<file path="config.mk">
export PLATFORM = sky130hd
export DESIGN_NAME = dac_wave_and_dual_conversion
export DESIGN_NICKNAME = d
export VERILOG_FILES = /design/src/verilog/dac_wave_pkg.sv /design/src/verilog/dac_wave_and_dual_conversion.sv
export SDC_FILE = /design/constraint.sdc
export NUM_CORES = 1
export LEC_CHECK = 0
export BUFFER_PORTS_ARGS = -buffer_cell sky130_fd_sc_hd__buf_2
export CAP_MARGIN = 5
export CORE_MARGIN = 10
export CORE_UTILIZATION = 25
export CTS_CLUSTER_DIAMETER = 120
export DETAILED_ROUTE_END_ITERATION = 12
export GPL_TIMING_DRIVEN = 0
export PLACE_DENSITY = 0.5
export SYNTH_ARGS = -nofsm -noshare
export SYNTH_HDL_FRONTEND = slang
export SYNTH_SLANG_ARGS = --single-unit
</file>
<file path="constraint.sdc">
create_clock -name clk -period 3.3 [get_ports clk]
set_clock_uncertainty 0.15 [all_clocks]
set_input_delay 0.165 -clock clk [delete_from_list [all_inputs] [get_ports clk]]
set_output_delay 0.165 -clock clk [all_outputs]
set_load 0.1 [all_outputs]
</file>
<file path="src/verilog/dac_wave_pkg.sv">
/*
 * Shared constants and carrier types for the two-channel converter control.
 * Assumes a single clock domain with synchronous active-high reset.
 */
package dac_wave_pkg;
    localparam int DATA_W = 12;
    localparam int CH_N = 2;
    localparam int MASK_AMPLITUDE_W = 4;
    localparam int TRIGGER_SOURCE_SELECT_W = 3;
    localparam int TRIG_DELAY = 3;
    localparam int DIRECT_DELAY = 1;
    localparam logic [DATA_W-1:0] NOISE_SEED = 12'haaa;
    localparam logic [DATA_W-1:0] DATA_MAX = 12'hfff;
    localparam logic [DATA_W-1:0] DATA_ZERO = 12'h000;
    localparam logic [DATA_W-1:0] NOISE_INJECT = 12'h001;
    localparam logic [MASK_AMPLITUDE_W-1:0] MASK_AMPLITUDE_TOP = 4'hb;
    localparam logic [1:0] WAVE_OFF = 2'b00;
    localparam logic [1:0] WAVE_NOISE = 2'b01;
    localparam int TAP_A = 11;
    localparam int TAP_B = 5;
    localparam int TAP_C = 3;
    localparam int TAP_D = 0;

    typedef enum logic [1:0] {
        MODE_DIRECT,
        MODE_NOISE,
        MODE_TRIANGLE
    } wave_mode_t;

    typedef struct packed {
        logic enable;
        logic trigger_enable;
        logic [1:0] wave_select;
        logic dma_request_enable;
        logic underrun_irq_enable;
        logic [MASK_AMPLITUDE_W-1:0] mask_amplitude;
    } channel_cfg_t;

    typedef struct packed {
        logic [DATA_W-1:0] ch2;
        logic [DATA_W-1:0] ch1;
    } dual_word_t;
endpackage : dac_wave_pkg

</file>
<file path="src/verilog/dac_wave_and_dual_conversion.sv">
/*
 * Digital control for a two-channel converter: held data, noise and triangle
 * wave addition, delayed output load, DMA requests and underrun flags.
 * Assumes triggers already selected per channel and synchronous to clk;
 * output words drain through a two-entry buffer toward the analog stage.
 */
`timescale 1ns/10ps
`default_nettype none

// What this block does
// - Underrun when a trigger arrives while that channel's DMA request still pends.
// - Underrun sets a sticky flag; interrupt only when that channel enables it.
// - Wave select 01 with trigger enable selects noise generation.
// - Noise register holds 0xAAA after preload, before any update.
// - Noise register advances once per conversion, three cycles after trigger.
// - An all-zero noise register gets a one injected.
// - Masked noise added to held data and stored as the output word.
// - Clearing wave select resets the noise state.
// - Wave select 1x with trigger enable selects triangle; amplitude from mask field.
// - Triangle counter steps three cycles after trigger, sum loads output.
// - Triangle counts up to amplitude, down to zero, and repeats.
// - Clearing wave select resets the triangle counter.
// - Mask field writes are ignored while the channel is enabled.
// - Dual data writes load held data of both channels at once.
// - Separate per-channel held data writes reach every dual mode too.
// - Independent triggers load only their own channel, three cycles later.
// - Independent noise: add, load, then advance that channel's register.
// - Each channel keeps its own triangle counter and amplitude.
// - A shared trigger loads both outputs after three cycles.
// - Shared noise trigger loads both sums together, then advances both.
// - DMA request on trigger with DMA enabled, held until acknowledge.
// - Mask code n unmasks bits n..0, amplitude 2^(n+1)-1, capped at 12 bits.
// - Without trigger enable, written held data reaches output one cycle later.
module dac_wave_and_dual_conversion
    import dac_wave_pkg::*;
#(
    parameter int BUF_DEPTH = 2
) (
    // Clock and reset
    input wire logic clk,
    input wire logic reset,
    // Channel configuration
    input wire logic [CH_N-1:0] enable,
    input wire logic [CH_N-1:0] trigger_enable,
    input wire logic [CH_N-1:0][1:0] wave_select,
    input wire logic [CH_N-1:0] dma_request_enable,
    input wire logic [CH_N-1:0] underrun_irq_enable,
    input wire logic [CH_N-1:0][MASK_AMPLITUDE_W-1:0] mask_amplitude_wdata,
    input wire logic [CH_N-1:0] mask_amplitude_we,
    // Held data writes
    input wire logic [CH_N-1:0] held_data_we,
    input wire logic [CH_N-1:0][DATA_W-1:0] held_data_wdata,
    input wire logic dual_data_we,
    input wire dual_word_t dual_data_wdata,
    // Selected triggers, one-cycle pulses
    input wire logic [CH_N-1:0] trigger,
    // DMA handshake
    output logic [CH_N-1:0] dma_request,
    input wire logic [CH_N-1:0] dma_ack,
    // Status
    input wire logic [CH_N-1:0] underrun_flag_clear,
    output logic [CH_N-1:0] underrun_flag,
    output logic [CH_N-1:0] underrun_irq,
    output logic [CH_N-1:0][MASK_AMPLITUDE_W-1:0] mask_amplitude,
    output logic [CH_N-1:0][DATA_W-1:0] held_data_word,
    output logic [CH_N-1:0][DATA_W-1:0] channel_output_word,
    output logic [CH_N-1:0] conversion_stall,
    // Output word stream toward the analog stage
    output logic [CH_N-1:0] out_valid,
    input wire logic [CH_N-1:0] out_ready,
    output logic [CH_N-1:0][DATA_W-1:0] out_data
);

    // ------------------------------------------------------------------
    // Per-channel control
    // ------------------------------------------------------------------
    localparam int DLY_W = $clog2(TRIG_DELAY + 1);
    localparam int CNT_W = $clog2(BUF_DEPTH + 1);
    localparam logic [DLY_W-1:0] DLY_LOAD = DLY_W'(TRIG_DELAY);
    localparam logic [DLY_W-1:0] DLY_DIRECT = DLY_W'(DIRECT_DELAY);
    localparam logic [DLY_W-1:0] DLY_ONE = DLY_W'(1);
    localparam logic [CNT_W-1:0] CNT_FULL = CNT_W'(BUF_DEPTH);
    localparam logic [CNT_W-1:0] CNT_ONE = CNT_W'(1);
    localparam logic [CNT_W-1:0] CNT_ZERO = '0;

    genvar g;
    generate
        for (g = 0; g < CH_N; g++) begin : gen_ch
            // Decode and datapath
            wave_mode_t mode;
            logic [DATA_W-1:0] wave_mask;
            logic [DATA_W-1:0] wave_val;
            logic [DATA_W:0] sum;
            logic [DATA_W-1:0] sum_sat;
            logic [DATA_W-1:0] noise_nxt;
            logic feedback;
            logic load_now;
            logic fire;
            logic underrun_hit;

            // Channel state, one owner process each
            logic [DATA_W-1:0] out_word_r;
            logic [DATA_W-1:0] noise_r;
            logic [DATA_W-1:0] tri_r;
            logic tri_down_r;
            logic [DLY_W-1:0] delay_r;
            logic [DATA_W-1:0] held_r;
            logic [MASK_AMPLITUDE_W-1:0] mask_amplitude_r;
            logic dma_req_r;
            logic underrun_r;

            // Output buffer
            logic [BUF_DEPTH-1:0][DATA_W-1:0] buf_r;
            logic [CNT_W-1:0] cnt_r;
            logic [CNT_W-1:0] cnt_nxt;
            logic [CNT_W-1:0] wr_idx;
            logic buf_in_ready;
            logic pop;

            // ----------------------------------------------------------
            // Wave mode and mask
            // ----------------------------------------------------------
            // Mode select
            always_comb begin
                if (!trigger_enable[g] || wave_select[g] == WAVE_OFF) begin
                    mode = MODE_DIRECT;
                end else if (wave_select[g] == WAVE_NOISE) begin
                    mode = MODE_NOISE;
                end else begin
                    mode = MODE_TRIANGLE;
                end
            end

            always_comb begin
                if (mask_amplitude_r >= MASK_AMPLITUDE_TOP) begin
                    wave_mask = DATA_MAX;
                end else begin
                    wave_mask = DATA_MAX >> (DATA_W - 1 - int'(mask_amplitude_r));
                end
            end

            // ----------------------------------------------------------
            // Sum and noise step
            // ----------------------------------------------------------
            // Saturating sum of held data and wave
            always_comb begin
                unique case (mode)
                    MODE_NOISE: wave_val = noise_r & wave_mask;
                    MODE_TRIANGLE: wave_val = tri_r;
                    MODE_DIRECT: wave_val = DATA_ZERO;
                    default: wave_val = DATA_ZERO;
                endcase
                sum = {1'b0, held_r} + {1'b0, wave_val};
                sum_sat = sum[DATA_W] ? DATA_MAX : sum[DATA_W-1:0];
            end

            always_comb begin
                feedback = noise_r[TAP_A] ^ noise_r[TAP_B]
                    ^ noise_r[TAP_C] ^ noise_r[TAP_D];
                noise_nxt = {noise_r[DATA_W-2:0], feedback};
                if (noise_nxt == DATA_ZERO) begin
                    noise_nxt = NOISE_INJECT;
                end
            end

            // ----------------------------------------------------------
            // Trigger delay and output load
            // ----------------------------------------------------------
            assign fire = trigger_enable[g] && trigger[g];
            assign load_now = (delay_r == DLY_ONE) && buf_in_ready;

            // Delay from trigger or write to load
            always_ff @(posedge clk) begin
                if (reset) begin
                    delay_r <= '0;
                end else if (fire) begin
                    delay_r <= DLY_LOAD;
                end else if (!trigger_enable[g] && (held_data_we[g] || dual_data_we)) begin
                    delay_r <= DLY_DIRECT;
                end else if (delay_r > DLY_ONE || load_now) begin
                    delay_r <= delay_r - DLY_ONE;
                end
            end

            always_ff @(posedge clk) begin
                if (reset) begin
                    out_word_r <= DATA_ZERO;
                end else if (load_now) begin
                    out_word_r <= sum_sat;
                end
            end

            // ----------------------------------------------------------
            // Wave generators
            // ----------------------------------------------------------
            // Noise register
            always_ff @(posedge clk) begin
                if (reset || wave_select[g] == WAVE_OFF) begin
                    noise_r <= NOISE_SEED;
                end else if (load_now && mode == MODE_NOISE) begin
                    noise_r <= noise_nxt;
                end
            end

            always_ff @(posedge clk) begin
                if (reset || wave_select[g] == WAVE_OFF) begin
                    tri_r <= DATA_ZERO;
                    tri_down_r <= 1'b0;
                end else if (load_now && mode == MODE_TRIANGLE) begin
                    if (!tri_down_r) begin
                        if (tri_r < wave_mask) begin
                            tri_r <= tri_r + 1'b1;
                        end else begin
                            tri_down_r <= 1'b1;
                            tri_r <= tri_r - 1'b1;
                        end
                    end else if (tri_r > DATA_ZERO) begin
                        tri_r <= tri_r - 1'b1;
                    end else begin
                        tri_down_r <= 1'b0;
                        tri_r <= tri_r + 1'b1;
                    end
                end
            end

            // ----------------------------------------------------------
            // Held data and mask field
            // ----------------------------------------------------------
            // Held data, dual word loads both
            always_ff @(posedge clk) begin
                if (reset) begin
                    held_r <= DATA_ZERO;
                end else if (held_data_we[g]) begin
                    held_r <= held_data_wdata[g];
                end else if (dual_data_we) begin
                    held_r <= (g == 0) ? dual_data_wdata.ch1 : dual_data_wdata.ch2;
                end
            end

            always_ff @(posedge clk) begin
                if (reset) begin
                    mask_amplitude_r <= '0;
                end else if (mask_amplitude_we[g] && !enable[g]) begin
                    mask_amplitude_r <= mask_amplitude_wdata[g];
                end
            end

            // ----------------------------------------------------------
            // DMA request and underrun
            // ----------------------------------------------------------
            // A pending request means the previous transfer is unserviced
            assign underrun_hit = fire && dma_req_r && !dma_ack[g];

            always_ff @(posedge clk) begin
                if (reset) begin
                    dma_req_r <= 1'b0;
                end else if (fire && dma_request_enable[g]) begin
                    dma_req_r <= 1'b1;
                end else if (dma_ack[g]) begin
                    dma_req_r <= 1'b0;
                end
            end

            // Sticky underrun, set wins over clear
            always_ff @(posedge clk) begin
                if (reset) begin
                    underrun_r <= 1'b0;
                end else if (underrun_hit) begin
                    underrun_r <= 1'b1;
                end else if (underrun_flag_clear[g]) begin
                    underrun_r <= 1'b0;
                end
            end

            // ----------------------------------------------------------
            // Output buffer
            // ----------------------------------------------------------
            // A full buffer still takes a word when the head leaves
            assign buf_in_ready = (cnt_r != CNT_FULL) || pop;
            assign pop = (cnt_r != CNT_ZERO) && out_ready[g];
            // The new word lands behind the head that shifts out
            assign wr_idx = pop ? cnt_r - CNT_ONE : cnt_r;

            // Occupancy after push and pop
            always_comb begin
                cnt_nxt = cnt_r;
                if (load_now && !pop) begin
                    cnt_nxt = cnt_r + CNT_ONE;
                end else if (!load_now && pop) begin
                    cnt_nxt = cnt_r - CNT_ONE;
                end
            end

            always_ff @(posedge clk) begin
                if (reset) begin
                    cnt_r <= CNT_ZERO;
                end else begin
                    cnt_r <= cnt_nxt;
                end
            end

            always_ff @(posedge clk) begin
                if (reset) begin
                    buf_r <= '0;
                end else begin
                    if (pop) begin
                        for (int i = 0; i < BUF_DEPTH - 1; i++) begin
                            buf_r[i] <= buf_r[i+1];
                        end
                    end
                    if (load_now) begin
                        buf_r[wr_idx] <= sum_sat;
                    end
                end
            end

            // ----------------------------------------------------------
            // Ports
            // ----------------------------------------------------------
            assign channel_output_word[g] = out_word_r;
            assign held_data_word[g] = held_r;
            assign mask_amplitude[g] = mask_amplitude_r;
            assign dma_request[g] = dma_req_r;
            assign underrun_flag[g] = underrun_r;
            assign underrun_irq[g] = underrun_r && underrun_irq_enable[g];
            assign conversion_stall[g] = (delay_r == DLY_ONE) && !buf_in_ready;
            assign out_valid[g] = (cnt_r != CNT_ZERO);
            assign out_data[g] = buf_r[0];
        end
    endgenerate

endmodule : dac_wave_and_dual_conversion

`default_nettype wire

</file>
==> results by group, run 1 <==
Logic synthesis
  • Syn_area_per_cell: roughly 8.1 µm²
  • Post-Syn Area: 10210 µm²
  • Post-synth cell types: just under 70
  • Leading post-synthesis cells by cell area: dfxtp_1 (33%), ha_1 (8.7%), mux2i_1 (7.0%)
  • Synth async-reset ratio: 0
  • Seq/Total Area, Yosys: 0.3256
  • Mapped Nets: ~1400
  • Synth Warn #: 0
  • Post-synth EDFFs: 0
  • Synth area leader: dfxtp_1
  • Yosys top cell area share: 0.3256
  • Post-synthesis register bit count: around 170
  • Post-synth top flop: dfxtp_1
  • Post-Syn Instances: between 1000 and 1500

Route
  • Drc violations: 0
  • Via count: a little over 10000
  • Post-Route WL: between 30000 and 40000 µm
  • Per-cell routed wire length: 17.61 µm
  • Starting DRC count in detailed routing: around 440
  • Antenna viol nets, final: 0
  • Routed vias/inst: 4.830
  • DRT Pass-1 Iters: 4

Critical path
  • Critical Path Sink: gen_ch[0].buf_r[13]$_SDFFE_PP0P_
  • Critical Path AT: between 3 and 4 ns
  • Critical path class: reg2reg
  • Kind of end point of the critical path: register
  • Worst r2r src: gen_ch[0].mask_amplitude_r[2]$_SDFFE_PP0P_
  • CP Launch Type: register
  • Number of cells on the critical path: 18
  • Worst R2R End: gen_ch[0].buf_r[13]$_SDFFE_PP0P_
  • Max FO, Critical Path: 5
  • CP bufs+invs: 3
  • FF-to-FF path depth: 18
  • Largest delay share family, worst path: compound AO/OA/AOI/OAI gates
  • Max incr delay on CP: 0.38 ns
  • Crit. Startpoint: gen_ch[0].mask_amplitude_r[2]$_SDFFE_PP0P_
  • CP required: between 3 and 4 ns
  • Critical Path Slowest Stage Cell: dfxtp_4
  • CP Cell Sequence: inv_6 -> ha_4 -> nor2b_4 -> nor2_2 -> o21a_1 -> nor3_2 -> a21oi_2 -> nor2b_2 -> ha_1 -> a21o_1 -> a21oi_2 -> o21ai_4 -> nor3_2 -> a211oi_2 -> buf_4 -> nor3_4 -> clkbuf_8 -> a211oi_1
  • Reg-to-reg setup timing slack: -0.18 ns

Run status
  • Failing checks: setup timing
  • Status: finished, violations left

Clocking
  • Worst-Skew Late Latency: around 0.45 ns
  • Num Clock Sinks: between 150 and 200
  • Num CTS Buffers: 17
  • Clock slew at reported path FFs: 0.08 ns
  • Root buffer cell: clkbuf_16
  • H-tree depth: 4
  • CTS tree: yes
  • Maximum clock insertion buffer count: 2

Final layout
  • Layout cells sized above 1: 0.3526
  • Register Area: 3353 µm²
  • Area grow syn2layout: 47.16%
  • Most frequent cells in the layout: nor2_1 (176), buf_2 (175), dfxtp_1 (158)
  • Most common cell after layout, fill and taps aside: nor2_1
  • Fin nets: around 1700
  • Fill cell count: approximately 4000
  • Area of the multi-input gates: between 7000 and 8000 µm²

Timing
  • Min setup slack post-route: -0.1845 ns
  • Fmax: 287.0 MHz
  • Final hold violations: 0
  • Max_slew headroom: 0.3278
  • Slew Viols, Final: 0
  • RSZ-0062 raised after global routing: true
  • Tmin final: around 3.5 ns
  • Post-Route Setup TNS: -8.739 ns
  • Setup violations, final: between 80 and 90
  • Fin crit share: 1.056
  • Worst slew pin tran: 1.008 ns

Power
  • LEAKAGE: 6.125 nW
  • Pwr Total: 0.008389 W
  • Peak VDD IR: 373.3 µV
  • Pwr/cell area: roughly 560 nW/µm²

Global route
  • Initial antenna violation count: 4
  • Largest net degree at the start of global routing: 18
  • First-pass GRT wire length: roughly 57000 µm
  • Vias in the first global route: 10090
  • Total track usage: 0.1444
  • Total gr overflow: 0

Floorplanning
  • Ports: around 170
  • Die Wd: between 200 and 250 µm
  • FP Rows: 73
  • Die H: between 200 and 250 µm
  • Initial Utilization: 0.2546
  • Die area: roughly 49000 µm²
  • Area of the core: about 40000 µm²

Placement
  • Setup WS pre-CTS: -0.6211 ns
  • Hpwl dp: between 20000 and 30000 µm
  • Placer Congestion: 0.8628
  • I/O Buffers: approximately 170

Min path
  • Worst hold path type: in2reg
  • Hold path cells: 4

Run
  • Max-cap violations: 0
==> kinds of logic after synthesis <==
family,count (synthesis),share of synthesized area
AO/OA/AOI/OAI,286,0.1901
XOR/XNOR,49,0.04204
adder cells (fa/ha/maj),73,0.09095
buffers and inverters,152,0.07109
flip-flops,166,0.3256
multiplexers,72,0.07073
AND/OR/NAND/NOR,463,0.2095
==> worst min-delay path by stage <==
| stage | start | endpoint |
|---|---|---|
| floorplan | mask_amplitude_wdata[3] | gen_ch[0].mask_amplitude_r[3]$_SDFFE_PP0P_ |
| finish | trigger[0] | gen_ch[0].delay_r[0]$_SDFFE_PP0P_ |
| global route | out_ready[0] | out_data[10]$_SDFF_PP0_ |
| global placement | mask_amplitude_wdata[2] | gen_ch[0].mask_amplitude_r[2]$_SDFFE_PP0P_ |
| CTS | out_ready[0] | out_data[10]$_SDFF_PP0_ |
| detailed placement | mask_amplitude_wdata[2] | gen_ch[0].mask_amplitude_r[2]$_SDFFE_PP0P_ |
==> where the power goes <==
| group | internal [W] | switching, W | total, W |
|---|---|---|---|
| clock | 0.00100 | 0.000980 | 0.00198 |
| sequential | 0.00228 | 0.000211 | 0.00249 |
| combinational | 0.00118 | 0.00274 | 0.00391 |
| total | 0.00446 | 0.00393 | 0.00839 |
==> timing repair <==
| item | 4_1_cts | 5_1_grt |
|---|---|---|
| buffers inserted | 54 | 22 |
| endpoints found under the setup margin | 91 | 97 |
| resized for setup | 95 | 159 |
| pin swaps | 52 | 81 |
| endpoints found under the hold margin | 36 | 0 |
| hold buffers | 65 | 0 |
| gates cloned | 5 | 2 |
==> stage by stage <==
step,utilization,instances,instance area (µm²),hold slack [ns]
2_1_floorplan,-,1261,10510,0.1525
3_3_place_gp,0.2994,1954,12010,0.2390
3_5_place_dp,0.2994,1954,12010,0.2451
4_1_cts,0.3514,2109,14090,0.04886
5_1_grt,0.3745,2130,15020,0.07940
6_report,0.3746,2132,15020,0.07480
==> cell usage after synthesis (all sizes together) (33+ instances only) <==
cell,count
nand3,33
nand2,111
a211oi,55
nor3,33
ha,71
dfxtp,166
nor2,186
mux2i,71
clkbuf,49
inv,49
a21oi,106
buf,54
==> state kept, by name, indices dropped and copies added, names as in the netlist, 4 cells and up <==
name / count
gen_ch.tri_r: 24
gen_ch.cnt_r: 4
gen_ch.held_r: 24
out_data: 24
gen_ch.mask_amplitude_r: 8
gen_ch.noise_r: 24
gen_ch.delay_r: 4
gen_ch.buf_r: 24
gen_ch.out_word_r: 24
==> final cells by class <==
cell class	count	area share
multi-input cells	943	0.4942
flip-flops and latches	166	0.2232
repair buffers	315	0.1489
well taps	525	0.04373
plain buffers	100	0.03890
clock buffers	18	0.02857
inverters	49	0.01308
clock inverters	14	0.009080
diodes	2	0.0003332
==> worst register-to-register path, delay by kind of cell, from the launching register on <==
family                     cells  cell delay [ns]
DFF                            1             0.38
buffers and inverters          3             0.42
adders and majority gates      2             0.53
AOI/OAI and AO/OA              7             0.95
and+or+nand+nor                6             0.88
==> per-layer routing <==
layer	track usage	vias to the layer above	wire, µm
met5	0	-	14
met2	0.2309	231	17570
met1	0.1910	4908	17550
li1	-	5117	-
met3	0.02953	38	1729
met4	0.04264	4	662
Note: power is estimated with default switching activity, not from simulation.
==> inputs of run 2 (changes only) <==
--- a/config.mk
+++ b/config.mk
@@ -7,12 +7,12 @@
 export LEC_CHECK = 0
 export BUFFER_PORTS_ARGS = -buffer_cell sky130_fd_sc_hd__buf_2
 export CAP_MARGIN = 5
-export CORE_MARGIN = 10
-export CORE_UTILIZATION = 25
+export CORE_MARGIN = 1
+export CORE_UTILIZATION = 40
 export CTS_CLUSTER_DIAMETER = 120
 export DETAILED_ROUTE_END_ITERATION = 12
 export GPL_TIMING_DRIVEN = 0
-export PLACE_DENSITY = 0.5
+export PLACE_DENSITY = 0.69
 export SYNTH_ARGS = -nofsm -noshare
 export SYNTH_HDL_FRONTEND = slang
 export SYNTH_SLANG_ARGS = --single-unit
==> results by group, run 2 (synthesis gave the netlist of run 1 again) <==
Run status
  • Status: finished, violations left (unchanged)
  • Failing checks: setup timing (unchanged)

Critical path
  • CP Launch Type: register (unchanged)
  • CP required: 3.43 ns (about the same)
  • Kind of end point of the critical path: register (unchanged)
  • Critical Path Slowest Stage Cell: fa_2 (was dfxtp_4)
  • Worst r2r src: gen_ch[1].mask_amplitude_r[2]$_SDFFE_PP0P_ (was gen_ch[0].mask_amplitude_r[2]$_SDFFE_PP0P_)
  • Max incr delay on CP: 0.40 ns (was 0.38 ns)
  • FF-to-FF path depth: 18 (unchanged)
  • Reg-to-reg setup timing slack: -0.41 ns (was -0.18 ns)
  • Critical path class: reg2reg (unchanged)
  • Critical Path AT: 3.85 ns (was 3.62 ns)
  • CP Cell Sequence: inv_6 -> buf_6 -> ha_4 -> nand3_2 -> a31oi_4 -> mux2i_2 -> nor2b_1 -> ha_2 -> inv_1 -> fa_2 -> nor2b_4 -> o21ai_2 -> a21oi_2 -> a21oi_2 -> buf_4 -> or3b_4 -> a31oi_4 -> a211oi_1 (was inv_6 -> ha_4 -> nor2b_4 -> nor2_2 -> o21a_1 -> nor3_2 -> a21oi_2 -> nor2b_2 -> ha_1 -> a21o_1 -> a21oi_2 -> o21ai_4 -> nor3_2 -> a211oi_2 -> buf_4 -> nor3_4 -> clkbuf_8 -> a211oi_1)
  • Max FO, Critical Path: 5 (unchanged)
  • Worst R2R End: gen_ch[1].buf_r[22]$_SDFFE_PP0P_ (was gen_ch[0].buf_r[13]$_SDFFE_PP0P_)
  • Crit. Startpoint: gen_ch[1].mask_amplitude_r[2]$_SDFFE_PP0P_ (was gen_ch[0].mask_amplitude_r[2]$_SDFFE_PP0P_)

Timing
  • Worst slew pin tran: 0.9699 ns (was 1.008 ns)
  • Slew Viols, Final: 0 (unchanged)
  • Max_slew headroom: 0.3466 (was 0.3278)
  • Setup violations, final: 92 (was 81)
  • Fin Hold WS: 0.08537 ns (was 0.07480 ns)
  • Post-Route Setup TNS: -21.21 ns (was -8.739 ns)
  • Tmin final: 3.712 ns (was 3.484 ns)
  • Final hold violations: 0 (unchanged)
  • Fin crit share: 1.125 (was 1.056)
  • Min setup slack post-route: -0.4120 ns (was -0.1845 ns)
  • Fmax: 269.4 MHz (was 287.0 MHz)
  • RSZ-0062 raised after global routing: true (unchanged)

Min path
  • Hold path cells: 4 (unchanged)
  • Min-Delay Endpoint: gen_ch[0].delay_r[0]$_SDFFE_PP0P_ (unchanged)
  • Hold wc startpoint: trigger[0] (unchanged)
  • Worst hold path type: in2reg (unchanged)

Final layout
  • Layout Cells excl Fill: 1953 (was 2132)
  • Fin nets: 1766 (was 1748)
  • Antenna cells: 0 (was 2)
  • Post-route cell area: 15160 µm² (was 15020 µm²)
  • Area grow syn2layout: 48.54% (was 47.16%)
  • Fill cell count: 2107 (was 4109)
  • Most common cell after layout, fill and taps aside: nor2_1 (unchanged)
  • Most frequent cells in the layout: nor2_1 (179), buf_2 (174), dfxtp_1 (158) (was nor2_1 (176), buf_2 (175), dfxtp_1 (158))
  • Layout cells sized above 1: 0.3672 (was 0.3526)

Route
  • Routed vias/inst: 5.503 (was 4.830)
  • Via count: 10750 (was 10300)
  • Starting DRC count in detailed routing: 751 (was 439)
  • Drc violations: 0 (unchanged)
  • Per-cell routed wire length: 18.12 µm (was 17.61 µm)
  • Post-Route WL: 35390 µm (was 37540 µm)
  • Antenna viol nets, final: 0 (unchanged)
  • DRT Pass-1 Iters: 5 (was 4)

Global route
  • Vias in the first global route: 9984 (was 10090)
  • Initial antenna violation count: 2 (was 4)
  • First-pass GRT wire length: 52240 µm (was 57460 µm)
  • Total track usage: 0.2503 (was 0.1444)
  • Largest net degree at the start of global routing: 17 (was 18)
  • Total gr overflow: 0 (unchanged)

Placement
  • Dpl cells: 1759 (was 1954)
  • I/O Buffers: 168 (unchanged)
  • Post-DP Area: 11760 µm² (was 12010 µm²)
  • Hpwl dp: 22540 µm (was 27750 µm)
  • Placer Congestion: 0.9097 (was 0.8628)

Power
  • Peak VDD IR: 598.9 µV (was 373.3 µV)
  • Pwr Total: 0.008652 W (was 0.008389 W)
  • Pwr/cell area: 570.6 nW/µm² (was 558.5 nW/µm²)
  • LEAKAGE: 6.276 nW (was 6.125 nW)

Clocking
  • H-tree depth: 4 (unchanged)
  • Num Clock Sinks: 166 (unchanged)
  • CTS tree: yes (unchanged)
  • Num CTS Buffers: 17 (unchanged)
  • Maximum clock insertion buffer count: 2 (unchanged)
  • Root buffer cell: clkbuf_16 (unchanged)
  • Worst-Skew Late Latency: 0.44 ns (was 0.45 ns)
  • Clock slew at reported path FFs: 0.07 ns (was 0.08 ns)

Floorplanning
  • Die Wd: 161.7 µm (was 222.1 µm)
  • Ports: 173 (unchanged)
  • Die area: 26160 µm² (was 49310 µm²)
  • FP Rows: 58 (was 73)
  • Initial Utilization: 0.4065 (was 0.2546)
  • Area of the core: 25110 µm² (was 40100 µm²)
  • Die H: 161.7 µm (was 222.1 µm)

Run
  • Max-cap violations: 0 (unchanged)
==> run 2: per-layer routing <==
layer,track usage,up-vias,share of wire
met5,0,-,0.00079
li1,-,5126,-
met4,0.09477,4,0.031
met2,0.4201,404,0.49
met1,0.3187,5129,0.42
met3,0.04520,85,0.060
==> run 2: how the worst max path moves through the flow <==
stage | end | slack, ns | cells after the start
after global routing | out_data[15]$_SDFF_PP0_ | -0.50 | 17
after floorplan | out_data[1]$_SDFF_PP0_ | -0.15 | 17
after detailed placement | out_data[1]$_SDFF_PP0_ | -0.51 | 17
after CTS | gen_ch[1].buf_r[19]$_SDFFE_PP0P_ | -0.30 | 18
final | gen_ch[1].buf_r[22]$_SDFFE_PP0P_ | -0.41 | 18
after global placement | out_data[1]$_SDFF_PP0_ | -0.44 | 17
==> run 2: layout make-up <==
| type | count | area, µm² | area share |
|---|---|---|---|
| Inverter | 49 | 198.9 | 0.01312 |
| Clock inverter | 13 | 181.4 | 0.01197 |
| Buffer | 101 | 603.1 | 0.03978 |
| Timing Repair Buffer | 332 | 2382 | 0.1571 |
| Multi-Input combinational cell | 943 | 7597 | 0.5011 |
| Tap cell | 330 | 412.9 | 0.02723 |
| Clock buffer | 19 | 432.9 | 0.02855 |
| Sequential cell | 166 | 3353 | 0.2212 |
==> run 2: timing repair <==
item	in CTS	in global routing
hold endpoints to repair	36	0
cloned	5	3
hold buffers	67	0
resized for setup	124	157
setup endpoints to repair	93	97
pin swaps	53	75
setup buffers	61	30
==> run 2: report_power, final <==
part           switching [W]  internal, W  total [W]  leakage [nW]
Combinational        0.00278      0.00122    0.00400          4.61
Clock               0.000935      0.00122    0.00216         0.304
Sequential          0.000210      0.00228    0.00249          1.36
Total                0.00393      0.00473    0.00865          6.28
==> run 2: per-stage QoR <==
stage	worst slack [ns]	util
6_report	-0.4120	0.6038
5_1_grt	-0.5003	0.6038
2_1_floorplan	-0.1496	-
4_1_cts	-0.2957	0.5626
3_5_place_dp	-0.5135	0.4685
3_3_place_gp	-0.4436	0.4685
==> run 2: critical path: cells and delay by family, from the launching register on <==
family	cells	cell delay [ns]
buffers and inverters	4	0.38
muxes	1	0.11
DFF	1	0.37
adders and majority gates	3	0.77
AOI/OAI and AO/OA	6	1.00
and+or+nand+nor	4	0.80
==> inputs of run 3 (changes only) <==
--- a/config.mk
+++ b/config.mk
@@ -12,7 +12,6 @@
 export CTS_CLUSTER_DIAMETER = 120
 export DETAILED_ROUTE_END_ITERATION = 12
 export GPL_TIMING_DRIVEN = 0
-export PLACE_DENSITY = 0.69
 export SYNTH_ARGS = -nofsm -noshare
 export SYNTH_HDL_FRONTEND = slang
 export SYNTH_SLANG_ARGS = --single-unit
==> results by group, run 3 (synthesis gave the netlist of run 1 again) <==
Placement
  • Hpwl dp: 22500 µm (was 22540 µm)
  • Post-DP Area: 11760 µm² (unchanged)
  • Placer Congestion: 0.8378 (was 0.9097)
  • Setup WS pre-CTS: -0.5240 ns (was -0.5135 ns)
  • I/O Buffers: 168 (unchanged)

Timing
  • Tmin final: 3.586 ns (was 3.712 ns)
  • Max_slew headroom: 0.3129 (was 0.3466)
  • Fmax: 278.8 MHz (was 269.4 MHz)
  • Slew Viols, Final: 0 (unchanged)
  • Final hold violations: 0 (unchanged)
  • RSZ-0062 raised after global routing: true (unchanged)
  • Worst slew pin tran: 1.020 ns (was 0.9699 ns)
  • Fin Hold WS: 0.08876 ns (was 0.08537 ns)
  • Fin crit share: 1.087 (was 1.125)
  • Min setup slack post-route: -0.2865 ns (was -0.4120 ns)
  • Setup violations, final: 81 (was 92)

Power
  • Pwr/cell area: 563.2 nW/µm² (was 570.6 nW/µm²)
  • LEAKAGE: 6.236 nW (was 6.276 nW)
  • Peak VDD IR: 765.1 µV (was 598.9 µV)

Floorplanning
  • Die area: 26160 µm² (unchanged)
  • Die H: 161.7 µm (unchanged)
  • FP Rows: 58 (unchanged)
  • Area of the core: 25110 µm² (unchanged)
  • Die Wd: 161.7 µm (unchanged)
  • Initial Utilization: 0.4065 (unchanged)
  • Ports: 173 (unchanged)

Min path
  • Min-Delay Endpoint: gen_ch[0].noise_r[4]$_SDFFE_PP0P_ (was gen_ch[0].delay_r[0]$_SDFFE_PP0P_)
  • Worst hold path type: in2reg (unchanged)
  • Hold wc startpoint: wave_select[0] (was trigger[0])
  • Hold path cells: 5 (was 4)

Critical path
  • Worst R2R End: out_data[2]$_SDFF_PP0_ (was gen_ch[1].buf_r[22]$_SDFFE_PP0P_)
  • FF-to-FF path depth: 18 (unchanged)
  • CP required: 3.49 ns (was 3.43 ns)
  • Critical Path Slowest Stage Cell: fa_2 (unchanged)
  • CP Cell Sequence: buf_6 -> ha_4 -> a31oi_4 -> a211oi_2 -> a21oi_2 -> nor2b_2 -> ha_2 -> inv_2 -> fa_2 -> nor2b_4 -> o21ai_2 -> a21boi_2 -> o21ai_2 -> a211oi_2 -> buf_4 -> nor2_4 -> buf_6 -> a221oi_2 (was inv_6 -> buf_6 -> ha_4 -> nand3_2 -> a31oi_4 -> mux2i_2 -> nor2b_1 -> ha_2 -> inv_1 -> fa_2 -> nor2b_4 -> o21ai_2 -> a21oi_2 -> a21oi_2 -> buf_4 -> or3b_4 -> a31oi_4 -> a211oi_1)
  • Max FO, Critical Path: 6 (was 5)
  • Critical Path AT: 3.78 ns (was 3.85 ns)
  • Max incr delay on CP: 0.42 ns (was 0.40 ns)
  • Worst r2r src: gen_ch[0].mask_amplitude_r[3]$_SDFFE_PP0P_ (was gen_ch[1].mask_amplitude_r[2]$_SDFFE_PP0P_)
  • CP Launch Type: register (unchanged)
  • Reg-to-reg setup timing slack: -0.29 ns (was -0.41 ns)
  • Kind of end point of the critical path: register (unchanged)
  • Critical path class: reg2reg (unchanged)

Clocking
  • Worst-Skew Late Latency: 0.44 ns (about the same)
  • H-tree depth: 4 (unchanged)
  • Clock slew at reported path FFs: 0.08 ns (was 0.07 ns)
  • Num Clock Sinks: 166 (unchanged)
  • Maximum clock insertion buffer count: 2 (unchanged)
  • CTS tree: yes (unchanged)
  • Num CTS Buffers: 17 (unchanged)
  • Root buffer cell: clkbuf_16 (unchanged)

Global route
  • GRT Max-Usage Layer: met2 (unchanged)
  • GR Util met1: 0.3267 (was 0.3187)
  • Total gr overflow: 0 (unchanged)
  • Vias in the first global route: 9781 (was 9984)
  • Met2 usage: 0.3930 (was 0.4201)
  • Initial antenna violation count: 2 (unchanged)
  • Total track usage: 0.2417 (was 0.2503)
  • Largest net degree at the start of global routing: 18 (was 17)
  • Met3 GRT Util: 0.03524 (was 0.04520)
  • First-pass GRT wire length: 50450 µm (was 52240 µm)

Final layout
  • Most common cell after layout, fill and taps aside: nor2_1 (unchanged)
  • Fin nets: 1767 (was 1766)
  • Most frequent cells in the layout: nor2_1 (177), buf_2 (175), dfxtp_1 (158) (was nor2_1 (179), buf_2 (174), dfxtp_1 (158))
  • Layout cells sized above 1: 0.3639 (was 0.3672)
  • Area grow syn2layout: 47.84% (was 48.54%)
  • Post-route cell area: 15090 µm² (was 15160 µm²)

Route
  • Via count: 10480 (was 10750)
  • Routed vias/inst: 5.360 (was 5.503)
  • DRT Pass-1 Iters: 5 (unchanged)
  • Post-Route WL: 33500 µm (was 35390 µm)
  • Drc violations: 0 (unchanged)
  • Antenna viol nets, final: 0 (unchanged)
  • Starting DRC count in detailed routing: 680 (was 751)
  • Per-cell routed wire length: 17.13 µm (was 18.12 µm)

Run status
  • Failing checks: setup timing (unchanged)
  • Status: finished, violations left (unchanged)

Run
  • Max-cap violations: 0 (unchanged)
-- run 3: cell types whose count changed in the layout (fill, tap and decap cells not counted), moves of 4 or more --
cell | previous run | this run
mux2i_1 | 56 | 60
mux2i_4 | 9 | 5
buf_6 | 21 | 31
a21oi_2 | 27 | 22
buf_4 | 105 | 100
-- run 3: report_power, final --
| group | total, W | switching [W] | internal (W) |
|---|---|---|---|
| logic | 0.00397 | 0.00274 | 0.00122 |
| clock network | 0.00205 | 0.000948 | 0.00110 |
| registers | 0.00248 | 0.000202 | 0.00228 |
| total | 0.00850 | 0.00389 | 0.00460 |
-- run 3: worst max path at each step --
stage / from / end / slack, ns / cells past startpoint
floorplan: gen_ch[0].mask_amplitude_r[2]$_SDFFE_PP0P_ / out_data[1]$_SDFF_PP0_ / -0.15 / 17
global placement: gen_ch[1].mask_amplitude_r[2]$_SDFFE_PP0P_ / gen_ch[1].buf_r[23]$_SDFFE_PP0P_ / -0.49 / 17
detailed placement: gen_ch[0].mask_amplitude_r[2]$_SDFFE_PP0P_ / out_data[2]$_SDFF_PP0_ / -0.52 / 16
CTS: gen_ch[0].mask_amplitude_r[2]$_SDFFE_PP0P_ / gen_ch[0].buf_r[13]$_SDFFE_PP0P_ / -0.26 / 18
global route: gen_ch[1].mask_amplitude_r[3]$_SDFFE_PP0P_ / out_data[16]$_SDFF_PP0_ / -0.47 / 19
finish: gen_ch[0].mask_amplitude_r[3]$_SDFFE_PP0P_ / out_data[2]$_SDFF_PP0_ / -0.29 / 18
-- run 3: layout make-up --
type,count,area [µm²]
Buffer,101,591.8
Tap cell,330,412.9
Inverter,49,201.4
Multi-Input combinational cell,943,7526
Clock inverter,14,160.2
Fill cell,2126,10020
Clock buffer,18,439.2
Timing Repair Buffer,333,2404
Antenna cell,1,2.502
Sequential cell,166,3353
-- run 3: layer usage --
layer | vias up | wire [µm]
met1 | 5004 | 15350
li1 | 5146 | -
met3 | 50 | 1433
met5 | - | 8
met4 | 2 | 748
met2 | 277 | 15960
-- run 3: timing repair --
item                                    4_1_cts  5_1_grt
buffers inserted                             64       31
endpoints found under the setup margin       93       96
resized for setup                           136      143
hold endpoints to repair                     36        0
hold buffers                                 64        0
pin swaps                                    79       92
gates cloned                                  6        2
-- run 3: per-stage QoR --
step | TNS [ns] | total power [W] | util | instances
finish | -14.29 | 0.008499 | 0.6010 | 1955
CTS | -15.10 | 0.008285 | 0.5645 | 1923
global placement | -28.81 | 0.005834 | 0.4685 | 1759
floorplan | -8.627 | 0.005257 | - | 1261
detailed placement | -30.55 | 0.005870 | 0.4685 | 1759
global route | -29.10 | 0.008867 | 0.6010 | 1955
-- run 3: critical path: cells and delay by family, from the launching register on --
kind                     cells  cell delay [ns]
adder cells (fa/ha/maj)      3             0.79
AND/OR/NAND/NOR              3             0.36
AO/OA/AOI/OAI                8             1.26
buffers and inverters        4             0.54
flip-flops                   1             0.38
